===== src/clamp_ctrl_defines.svh =====
// register offsets, reset values, field positions and widths
// assumes inclusion by bare name from the package; the design itself does not include it
`ifndef CLAMP_CTRL_DEFINES_SVH
`define CLAMP_CTRL_DEFINES_SVH

// ****************
// register offsets
// ****************
`define OFS_RED_OFFSET 8'h05
`define OFS_GREEN_OFFSET 8'h06
`define OFS_BLUE_OFFSET 8'h07
`define OFS_CLAMP_PLACEMENT 8'h08
`define OFS_CLAMP_DURATION 8'h09
`define OFS_GENERAL_CONTROL 8'h0a

// ***************
// reset values
// ***************
`define RST_OFFSET 8'h80
`define RST_CLAMP_TIMING 8'h80
`define RST_GENERAL_CONTROL 8'hf4

// ******************
// field positions
// ******************
`define OFFSET_FIELD_HI 7
`define OFFSET_FIELD_LO 2
`define OFFSET_RSVD_MASK 8'hfc
`define CTRL_RSVD_MASK 8'hfe
`define BIT_DUAL_PORT 7
`define BIT_OUT_TIMING 6
`define BIT_SYNC_POL 5
`define BIT_COAST_POL 4
`define BIT_CLAMP_SRC 3
`define BIT_CLAMP_POL 2
`define BIT_CLOCK_SRC 1

// ***************************
// widths and clamp code math
// ***************************
`define OFFSET_W 6
`define LEVEL_W 7
`define COUNT_W 8
`define OFFSET_NOMINAL 7'h1f
`define LEVEL_MAX 7'h1f
`define COUNT_ONE 8'h01
`define COUNT_ZERO 8'h00

`endif


===== src/clamp_ctrl_pkg.sv =====
// types shared by the clamp timing and output control block
// assumes the defines header sits on the include path
`include "clamp_ctrl_defines.svh"

package clamp_ctrl_pkg;

  typedef logic [`COUNT_W-1:0] count_t;
  typedef logic [`OFFSET_W-1:0] offset_t;
  typedef logic signed [`LEVEL_W-1:0] level_t;
  typedef logic [7:0] reg_byte_t;

  typedef enum logic [1:0] {
    CLAMP_IDLE,
    CLAMP_WAIT,
    CLAMP_ACTIVE
  } clamp_state_t;

endpackage : clamp_ctrl_pkg


===== src/clamp_timing_and_output_control.sv =====
// clamp timing, sync handling and pixel output port control
// assumes a decoded serial register port on core_clk_in and that all
// pins (line sync, coast, external clamp, external pixel clock) are async
//
// Behaviour
// - each colour offset is six bits held in bits 7..2 of its register
// - offset 31 clamps to code 0, 63 to 31, 0 to -31
// - all three offset registers reset to 80h
// - internal clamp starts placement pixel periods after sync trailing edge, one period for placement 0
// - internal clamp then lasts exactly duration pixel periods, one period for duration 0
// - external clamp source ignores placement and duration entirely
// - placement and duration registers reset to 80h
// - port select clear: all to A, B tristate; set: alternate; reset set
// - timing bit set: A and data clock delayed half period, else split
// - timing bit ignored in single port mode, resets to 1
// - sync polarity bit picks active level; sample lead, clamp trail; reset 1
// - active coast makes clock generator ignore sync; polarity resets 1
// - clamp source bit: 0 internal timer, 1 external pin; reset 0
// - clamp polarity 0 clamps on low pin, 1 on high; reset 1
// - clock source 0 PLL, 1 external pin; divide ignored; reset 0
`timescale 1ns/100ps

module clamp_timing_and_output_control
  import clamp_ctrl_pkg::*;
(
  input wire logic core_clk_in,
  input wire logic rst_in,
  input wire logic reg_wr_in,
  input wire logic reg_rd_in,
  input wire clamp_ctrl_pkg::reg_byte_t reg_addr_in,
  input wire clamp_ctrl_pkg::reg_byte_t reg_wdata_in,
  input wire logic line_sync_pin_in,
  input wire logic coast_pin_in,
  input wire logic ext_clamp_pin_in,
  input wire logic external_pixel_clock_pin_in,
  input wire logic pll_pixel_tick_in,
  input wire clamp_ctrl_pkg::reg_byte_t pixel_data_in,
  output logic [7:0] reg_rdata_out,
  output logic reg_ack_out,
  output logic clamp_active_out,
  output logic sync_lead_out,
  output logic coast_active_out,
  output logic use_pll_divider_out,
  output clamp_ctrl_pkg::level_t red_clamp_level_out,
  output clamp_ctrl_pkg::level_t green_clamp_level_out,
  output clamp_ctrl_pkg::level_t blue_clamp_level_out,
  output logic [7:0] port_a_out,
  output logic [7:0] port_b_out,
  output logic port_b_oe_out,
  output logic output_data_clock_out
);
  import clamp_ctrl_pkg::*;

  // ****************
  // helpers
  // ****************
  // offset field minus nominal, top code limited to +31
  function automatic level_t clamp_level(input reg_byte_t r);
    level_t lv;
    lv = level_t'({1'b0, r[`OFFSET_FIELD_HI:`OFFSET_FIELD_LO]}) -
         level_t'(`OFFSET_NOMINAL);
    if (lv > level_t'(`LEVEL_MAX))
    begin
      lv = level_t'(`LEVEL_MAX);
    end
    return lv;
  endfunction : clamp_level

  function automatic count_t count_down(input count_t c);
    return count_t'(c - `COUNT_ONE);
  endfunction : count_down

  // ****************
  // registers
  // ****************
  reg_byte_t red_ff, green_ff, blue_ff, place_ff, dur_ff, ctrl_ff;
  reg_byte_t nxt_red, nxt_green, nxt_blue, nxt_place, nxt_dur, nxt_ctrl;
  reg_byte_t rdata_ff, nxt_rdata;
  logic ack_ff, nxt_ack;

  always_comb
  begin
    nxt_red = red_ff;
    nxt_green = green_ff;
    nxt_blue = blue_ff;
    nxt_place = place_ff;
    nxt_dur = dur_ff;
    nxt_ctrl = ctrl_ff;
    nxt_rdata = rdata_ff;
    nxt_ack = reg_wr_in | reg_rd_in;
    if (reg_wr_in)
    begin
      case (reg_addr_in)
        `OFS_RED_OFFSET: nxt_red = reg_wdata_in & `OFFSET_RSVD_MASK;
        `OFS_GREEN_OFFSET: nxt_green = reg_wdata_in & `OFFSET_RSVD_MASK;
        `OFS_BLUE_OFFSET: nxt_blue = reg_wdata_in & `OFFSET_RSVD_MASK;
        `OFS_CLAMP_PLACEMENT: nxt_place = reg_wdata_in;
        `OFS_CLAMP_DURATION: nxt_dur = reg_wdata_in;
        `OFS_GENERAL_CONTROL: nxt_ctrl = reg_wdata_in & `CTRL_RSVD_MASK;
        default: nxt_ack = 1'b0;
      endcase
    end
    else if (reg_rd_in)
    begin
      case (reg_addr_in)
        `OFS_RED_OFFSET: nxt_rdata = red_ff;
        `OFS_GREEN_OFFSET: nxt_rdata = green_ff;
        `OFS_BLUE_OFFSET: nxt_rdata = blue_ff;
        `OFS_CLAMP_PLACEMENT: nxt_rdata = place_ff;
        `OFS_CLAMP_DURATION: nxt_rdata = dur_ff;
        `OFS_GENERAL_CONTROL: nxt_rdata = ctrl_ff;
        default:
        begin
          nxt_rdata = 8'h00;
          nxt_ack = 1'b0;
        end
      endcase
    end
  end

  always_ff @(posedge core_clk_in)
  begin
    if (rst_in)
    begin
      red_ff <= `RST_OFFSET;
      green_ff <= `RST_OFFSET;
      blue_ff <= `RST_OFFSET;
      place_ff <= `RST_CLAMP_TIMING;
      dur_ff <= `RST_CLAMP_TIMING;
      // control byte reset to f4h: port select, timing and all three polarity bits set
      ctrl_ff <= `RST_GENERAL_CONTROL;
      rdata_ff <= 8'h00;
      ack_ff <= 1'b0;
    end
    else
    begin
      red_ff <= nxt_red;
      green_ff <= nxt_green;
      blue_ff <= nxt_blue;
      place_ff <= nxt_place;
      dur_ff <= nxt_dur;
      ctrl_ff <= nxt_ctrl;
      rdata_ff <= nxt_rdata;
      ack_ff <= nxt_ack;
    end
  end

  logic dual_mode, par_mode, sync_pol, coast_pol, ext_clamp, clamp_pol;
  logic ext_clock;
  assign dual_mode = ctrl_ff[`BIT_DUAL_PORT];
  assign par_mode = ctrl_ff[`BIT_OUT_TIMING];
  assign sync_pol = ctrl_ff[`BIT_SYNC_POL];
  assign coast_pol = ctrl_ff[`BIT_COAST_POL];
  assign ext_clamp = ctrl_ff[`BIT_CLAMP_SRC];
  assign clamp_pol = ctrl_ff[`BIT_CLAMP_POL];
  assign ext_clock = ctrl_ff[`BIT_CLOCK_SRC];

  // ****************
  // pin synchronisers
  // ****************
  logic [3:0] pin_meta_ff, pin_sync_ff, pin_prev_ff;
  always_ff @(posedge core_clk_in)
  begin
    if (rst_in)
    begin
      pin_meta_ff <= 4'h0;
      pin_sync_ff <= 4'h0;
      pin_prev_ff <= 4'h0;
    end
    else
    begin
      pin_meta_ff <= {external_pixel_clock_pin_in, ext_clamp_pin_in,
                      coast_pin_in, line_sync_pin_in};
      pin_sync_ff <= pin_meta_ff;
      pin_prev_ff <= pin_sync_ff;
    end
  end

  // sync normalised to active-high by polarity bit
  logic sync_act, sync_prev_act, sync_lead, sync_trail;
  assign sync_act = pin_sync_ff[0] ~^ sync_pol;
  assign sync_prev_act = pin_prev_ff[0] ~^ sync_pol;
  assign sync_lead = sync_act & ~sync_prev_act;
  assign sync_trail = ~sync_act & sync_prev_act;

  // pixel tick from PLL or external pin rising edge
  logic pixel_tick;
  assign pixel_tick = ext_clock ? (pin_sync_ff[3] & ~pin_prev_ff[3])
                                : pll_pixel_tick_in;

  // ****************
  // clamp timer
  // ****************
  clamp_state_t state_ff, nxt_state;
  count_t cnt_ff, nxt_cnt;

  always_comb
  begin
    nxt_state = state_ff;
    nxt_cnt = cnt_ff;
    if (sync_trail)
    begin
      nxt_state = CLAMP_WAIT;
      nxt_cnt = place_ff;
    end
    else if (pixel_tick)
    begin
      case (state_ff)
        CLAMP_WAIT:
        begin
          if (cnt_ff <= `COUNT_ONE)
          begin
            nxt_state = CLAMP_ACTIVE;
            nxt_cnt = dur_ff;
          end
          else
          begin
            nxt_cnt = count_down(cnt_ff);
          end
        end
        CLAMP_ACTIVE:
        begin
          if (cnt_ff <= `COUNT_ONE)
          begin
            nxt_state = CLAMP_IDLE;
            nxt_cnt = `COUNT_ZERO;
          end
          else
          begin
            nxt_cnt = count_down(cnt_ff);
          end
        end
        CLAMP_IDLE: nxt_cnt = `COUNT_ZERO;
        default:
        begin
          nxt_state = CLAMP_IDLE;
          nxt_cnt = `COUNT_ZERO;
        end
      endcase
    end
  end

  // external pin polarity; timer ignored when external
  logic nxt_clamp;
  assign nxt_clamp = ext_clamp ? (pin_sync_ff[2] ~^ clamp_pol)
                               : (nxt_state == CLAMP_ACTIVE);

  // coast level by its polarity bit
  logic nxt_coast;
  assign nxt_coast = pin_sync_ff[1] ~^ coast_pol;

  always_ff @(posedge core_clk_in)
  begin
    if (rst_in)
    begin
      state_ff <= CLAMP_IDLE;
      cnt_ff <= `COUNT_ZERO;
      clamp_active_out <= 1'b0;
      coast_active_out <= 1'b0;
      sync_lead_out <= 1'b0;
      use_pll_divider_out <= 1'b1;
      red_clamp_level_out <= '0;
      green_clamp_level_out <= '0;
      blue_clamp_level_out <= '0;
    end
    else
    begin
      state_ff <= nxt_state;
      cnt_ff <= nxt_cnt;
      clamp_active_out <= nxt_clamp;
      coast_active_out <= nxt_coast;
      sync_lead_out <= sync_lead;
      use_pll_divider_out <= ~ext_clock;
      red_clamp_level_out <= clamp_level(red_ff);
      green_clamp_level_out <= clamp_level(green_ff);
      blue_clamp_level_out <= clamp_level(blue_ff);
    end
  end

  // ****************
  // output ports
  // ****************
  // first pixel after the leading edge goes to port A
  logic phase_b_ff, nxt_phase_b;
  reg_byte_t a_ff, b_ff, hold_a_ff, nxt_a, nxt_b, nxt_hold_a;
  logic dck_ff, nxt_dck, boe_ff, nxt_boe;

  always_comb
  begin
    nxt_phase_b = phase_b_ff;
    nxt_a = a_ff;
    nxt_b = b_ff;
    nxt_hold_a = hold_a_ff;
    nxt_dck = dck_ff;
    // port B driven only in dual mode
    nxt_boe = dual_mode;
    if (sync_lead)
    begin
      nxt_phase_b = 1'b0;
      // data clock low at line start; first pixel gives a rise, or the second in dual mode with timing bit set
      nxt_dck = 1'b0;
    end
    else if (pixel_tick)
    begin
      if (!dual_mode)
      begin
        // timing bit has no effect here
        nxt_a = pixel_data_in;
        nxt_dck = ~dck_ff;
      end
      else if (!phase_b_ff)
      begin
        nxt_phase_b = 1'b1;
        if (par_mode)
        begin
          // A held back half a clock period
          nxt_hold_a = pixel_data_in;
          nxt_dck = 1'b0;
        end
        else
        begin
          nxt_a = pixel_data_in;
          nxt_dck = 1'b1;
        end
      end
      else
      begin
        nxt_phase_b = 1'b0;
        nxt_b = pixel_data_in;
        if (par_mode)
        begin
          // both ports change with the rising edge
          nxt_a = hold_a_ff;
          nxt_dck = 1'b1;
        end
        else
        begin
          nxt_dck = 1'b0;
        end
      end
    end
  end

  always_ff @(posedge core_clk_in)
  begin
    if (rst_in)
    begin
      phase_b_ff <= 1'b0;
      a_ff <= 8'h00;
      b_ff <= 8'h00;
      hold_a_ff <= 8'h00;
      dck_ff <= 1'b0;
      boe_ff <= 1'b1;
    end
    else
    begin
      phase_b_ff <= nxt_phase_b;
      a_ff <= nxt_a;
      b_ff <= nxt_b;
      hold_a_ff <= nxt_hold_a;
      dck_ff <= nxt_dck;
      boe_ff <= nxt_boe;
    end
  end

  assign port_a_out = a_ff;
  assign port_b_out = b_ff;
  assign port_b_oe_out = boe_ff;
  assign output_data_clock_out = dck_ff;
  assign reg_rdata_out = rdata_ff;
  assign reg_ack_out = ack_ff;

endmodule : clamp_timing_and_output_control


===== config.mk =====
export PLATFORM = sky130hd
export DESIGN_NAME = clamp_timing_and_output_control
export DESIGN_NICKNAME = d
export VERILOG_FILES = /design/src/clamp_ctrl_pkg.sv /design/src/clamp_timing_and_output_control.sv
export VERILOG_INCLUDE_DIRS = /design/src /design/src/src
export SDC_FILE = /design/constraint.sdc
export NUM_CORES = 1
export LEC_CHECK = 0
export ABC_AREA = 1
export BUFFER_PORTS_ARGS = -buffer_cell sky130_fd_sc_hd__buf_2
export CAP_MARGIN = 0
export CORE_MARGIN = 2
export CORE_UTILIZATION = 35
export CTS_BUF_LIST = sky130_fd_sc_hd__clkbuf_2 sky130_fd_sc_hd__clkbuf_4 sky130_fd_sc_hd__clkbuf_8
export DETAILED_ROUTE_END_ITERATION = 7
export MAX_ROUTING_LAYER = met4
export SKIP_LAST_GASP = 1
export SYNTH_ARGS = -nofsm -noshare
export SYNTH_HDL_FRONTEND = slang
export SYNTH_SLANG_ARGS = --single-unit

===== constraint.sdc =====
create_clock -name core_clk_in -period 1.9 [get_ports core_clk_in]
set_input_delay 0.095 -clock core_clk_in [delete_from_list [all_inputs] [get_ports core_clk_in]]
set_output_delay 0.095 -clock core_clk_in [all_outputs]
set_load 0.05 [all_outputs]

==> flow_metrics.tcl <==
set metrics [dict create \
    crit_type "reg2reg" \
    clock-sinks 122 \
    synth_nets 756 \
    drv_cap 0 \
    die-height_um 126.7 \
    post-route-drc-count 0 \
    fillCellCount 1480 \
    crit_fanout 7 \
    fp-row-count 44 \
    root_buffer "clkbuf_8" \
    coreArea_um2 14590 \
    switching_power_mw 1.417 \
    portBuffers 84 \
    h-tree-depth 4 \
    rsz0062_at_grt "yes" \
    power.share.switching_pct 24.19 \
    p_seq_share_pct 45.0 \
    finalNonFillerCells 1021 \
    antenna_found_initial 0 \
    dpl.hpwl_mm 9.921 \
    grt_max_degree 52 \
    ys_ff_latch 122 \
    finalNetCount 869 \
    dieArea_um2 16040 \
    p_clk_share_pct 46.9 \
    grt_pass1_vias 4433 \
    grt-ovfl-total 0 \
    internal_power_mw 4.440 \
    avgSynthCellArea_um2 7.405 \
    pwr_density_cell_nw_per_um2 887.8 \
    fin_worst_skew_ns 0.01081 \
    endpoint_kind "flip-flop" \
    layout-drive-gt1-share_pct 17.80 \
    drt_pass1_iterations 5 \
    hold_path.class "in2reg" \
    synth.yosys.seq_area_share_pct 46.39 \
    post-route-util_pct 45.21 \
    finalHoldViolations 0 \
    cp.required_ns 2.23 \
    fmax_mhz 593.3 \
    io_pins 85 \
    dr.first_iter.drc_count 379 \
    antenna_cells 0 \
    peakVddDrop_mv 0.3942 \
    setup_viol 0 \
    cts_inserted_buffers 17 \
    start_util_pct 36.09 \
    worst_pin_slew_ns 0.5286 \
    via_per_inst 4.820 \
    leakagePower_nw 2.940 \
    postCtsSetupRepairBufs 0 \
    critPathLaunchType "flip-flop" \
    vias 4921 \
    relSlewSlack_pct 64.76 \
    clock_path_buffers 2 \
    die_w_um 126.7 \
    yosysWarnings 0 \
    detail-route-antenna-nets 0 \
    cts_tree "built" \
    status "finished clean" \
    syn2layout_area_growth_pct 25.29 \
    p_comb_share_pct 8.1 \
    routed_wirelength_mm 14.02 \
    gp_congestion 0.8804 \
    drv_slew 0 \
    period_share_pct 88.71 \
    wl_per_cell_um 13.73 \
    track_usage_pct 18.08 \
    netlist_instances 711 \
    grt_pass1_wl_mm 22.29 \
    clk_latency_ns 0.44 \
    ys_types 32 \
    dp.cells 971 \
    cts.clk_slew.worst_paths_ns 0.08 \
    period_needed_ns 1.685 \
    critPathArrivalTime_ns 2.01 \
    synth_area_um2 5265 \
]
==> what timing repair did <==
action / in CTS / in global routing
hold buffers: 17 / 1
setup endpoints to repair: 0 / 23
endpoints found under the hold margin: 32 / 1
resized for setup: 0 / 8
==> stage by stage <==
step                instance area (um^2)  hold WS, ns  worst slack, ns  total power, mW  setup TNS, ns
global route                        6596      0.01226         -0.02033            6.063       -0.02703
floorplan                           5265       0.2020           0.3675            2.976              0
global placement                    5927       0.2936           0.2179            3.135              0
detailed placement                  5927       0.3000           0.2090            3.138              0
finish                              6596      0.01871           0.2146            5.856              0
CTS                                 6571     0.003768           0.1911            5.895              0
==> power by group through the flow <==
stage	logic, mW	clock network [mW]	registers (mW)
finish	0.473	2.75	2.64
detailed placement	0.444	0	2.69
global placement	0.441	0	2.69
global route	0.519	2.90	2.64
CTS	0.471	2.79	2.64
floorplan	0.195	0	2.78
==> worst paths after layout <==
path,startpoint,to,slack [ns],cells after the start
setup / recovery,cnt_ff[0],cnt_ff[5],0.21,9
setup reg to reg,cnt_ff[0],cnt_ff[5],0.21,9
hold / removal,reg_wdata_in[4],place_ff[4],0.02,3
hold reg to reg,pin_meta_ff[2],pin_sync_ff[2],0.40,2
==> flip-flops by register name, indices dropped and copies added (netlist names), 6 cells and up <==
register and flops:
green_clamp_level_out 7, red_clamp_level_out 7, ctrl_ff 7, red_ff 6
green_ff 6, cnt_ff 8, port_a_out 8, hold_a_ff 8
blue_clamp_level_out 7, place_ff 8, reg_rdata_out 8, blue_ff 6
dur_ff 8, port_b_out 8
==> cells in the mapped netlist <==
master | instances | area share (%)
a21boi_0 | 1 | 0.14
o22ai_1 | 16 | 1.9
clkbuf_1 | 14 | 1.0
inv_2 | 2 | 0.14
nor2_1 | 71 | 5.1
o211ai_2 | 1 | 0.24
nand3_1 | 37 | 3.5
nand3_2 | 1 | 0.19
a31oi_1 | 6 | 0.71
nand4_1 | 8 | 0.95
o211ai_1 | 9 | 1.3
a21oi_1 | 80 | 7.6
a21oi_2 | 1 | 0.17
buf_6 | 3 | 0.64
o21ai_2 | 2 | 0.33
clkinv_1 | 1 | 0.071
buf_1 | 2 | 0.14
o21ai_1 | 1 | 0.095
a211oi_1 | 4 | 0.57
nand3b_1 | 1 | 0.14
o21ai_0 | 68 | 6.5
ha_1 | 12 | 2.9
xnor2_1 | 2 | 0.33
dfxtp_1 | 122 | 46
or2_2 | 3 | 0.36
or2_1 | 2 | 0.24
xor2_1 | 9 | 1.5
nor3_1 | 10 | 0.95
inv_1 | 87 | 6.2
nand2_1 | 130 | 9.3
a32oi_1 | 1 | 0.17
buf_2 | 4 | 0.38
==> cell type report <==
type                    instances  area, um^2  share of cell area [%]
well taps                     184       230.2                   3.490
multi-input cells             476        2379                   36.06
clock buffers                  21       282.8                   4.287
flip-flops and latches        122        2450                   37.14
inverters                      90       337.8                   5.121
repair buffers                117       725.7                   11.00
clock inverters                11       191.4                   2.902
==> cell families (layout without fill, tap and decap cells) <==
logic type	count (synthesis)	in the layout	share of synthesized area (%)
adder cells (fa/ha/maj)	12	12	2.852
flip-flops	122	122	46.39
buffers and inverters	113	239	8.579
AND/OR/NAND/NOR	263	263	20.68
XOR/XNOR	11	11	1.830
AO/OA/AOI/OAI	190	190	19.68
==> layer usage <==
metal / GRT usage, % / share of wire, %
met2: 28.00 / 46
met1: 23.00 / 46
met4: 5.882 / 1.3
met3: 4.850 / 5.9
met5: - / 0
==> layout by cell type, fill, tap and decap left out, types with 2 or more instances in the layout <==
master / n
nand2_1: 129
dfxtp_1: 116
inv_1: 87
buf_2: 84
a21oi_1: 80
nor2_1: 71
o21ai_0: 68
nand3_1: 37
clkbuf_8: 20
dlygate4sd3_1: 18
o22ai_1: 16
buf_4: 14
ha_1: 12
xor2_1: 9
nor3_1: 9
o211ai_1: 9
nand4_1: 8
a31oi_1: 6
dfxtp_2: 6
bufinv_16: 5
a211oi_1: 4
or2_2: 3
clkinvlp_4: 3
xnor2_1: 2
o21ai_2: 2
inv_2: 2
or2_1: 2
clkinv_2: 2
==> critical path, stage by stage (launching register included) <==
cell     delay [ns]
dfxtp_2        0.34
inv_1          0.07
ha_1           0.22
nor2_1         0.06
nor2_1         0.10
nand2_1        0.11
o21ai_1        0.29
o22ai_1        0.17
a21oi_1        0.16
nor2_1         0.06
No activity file was read; power rests on OpenSTA's default activity.
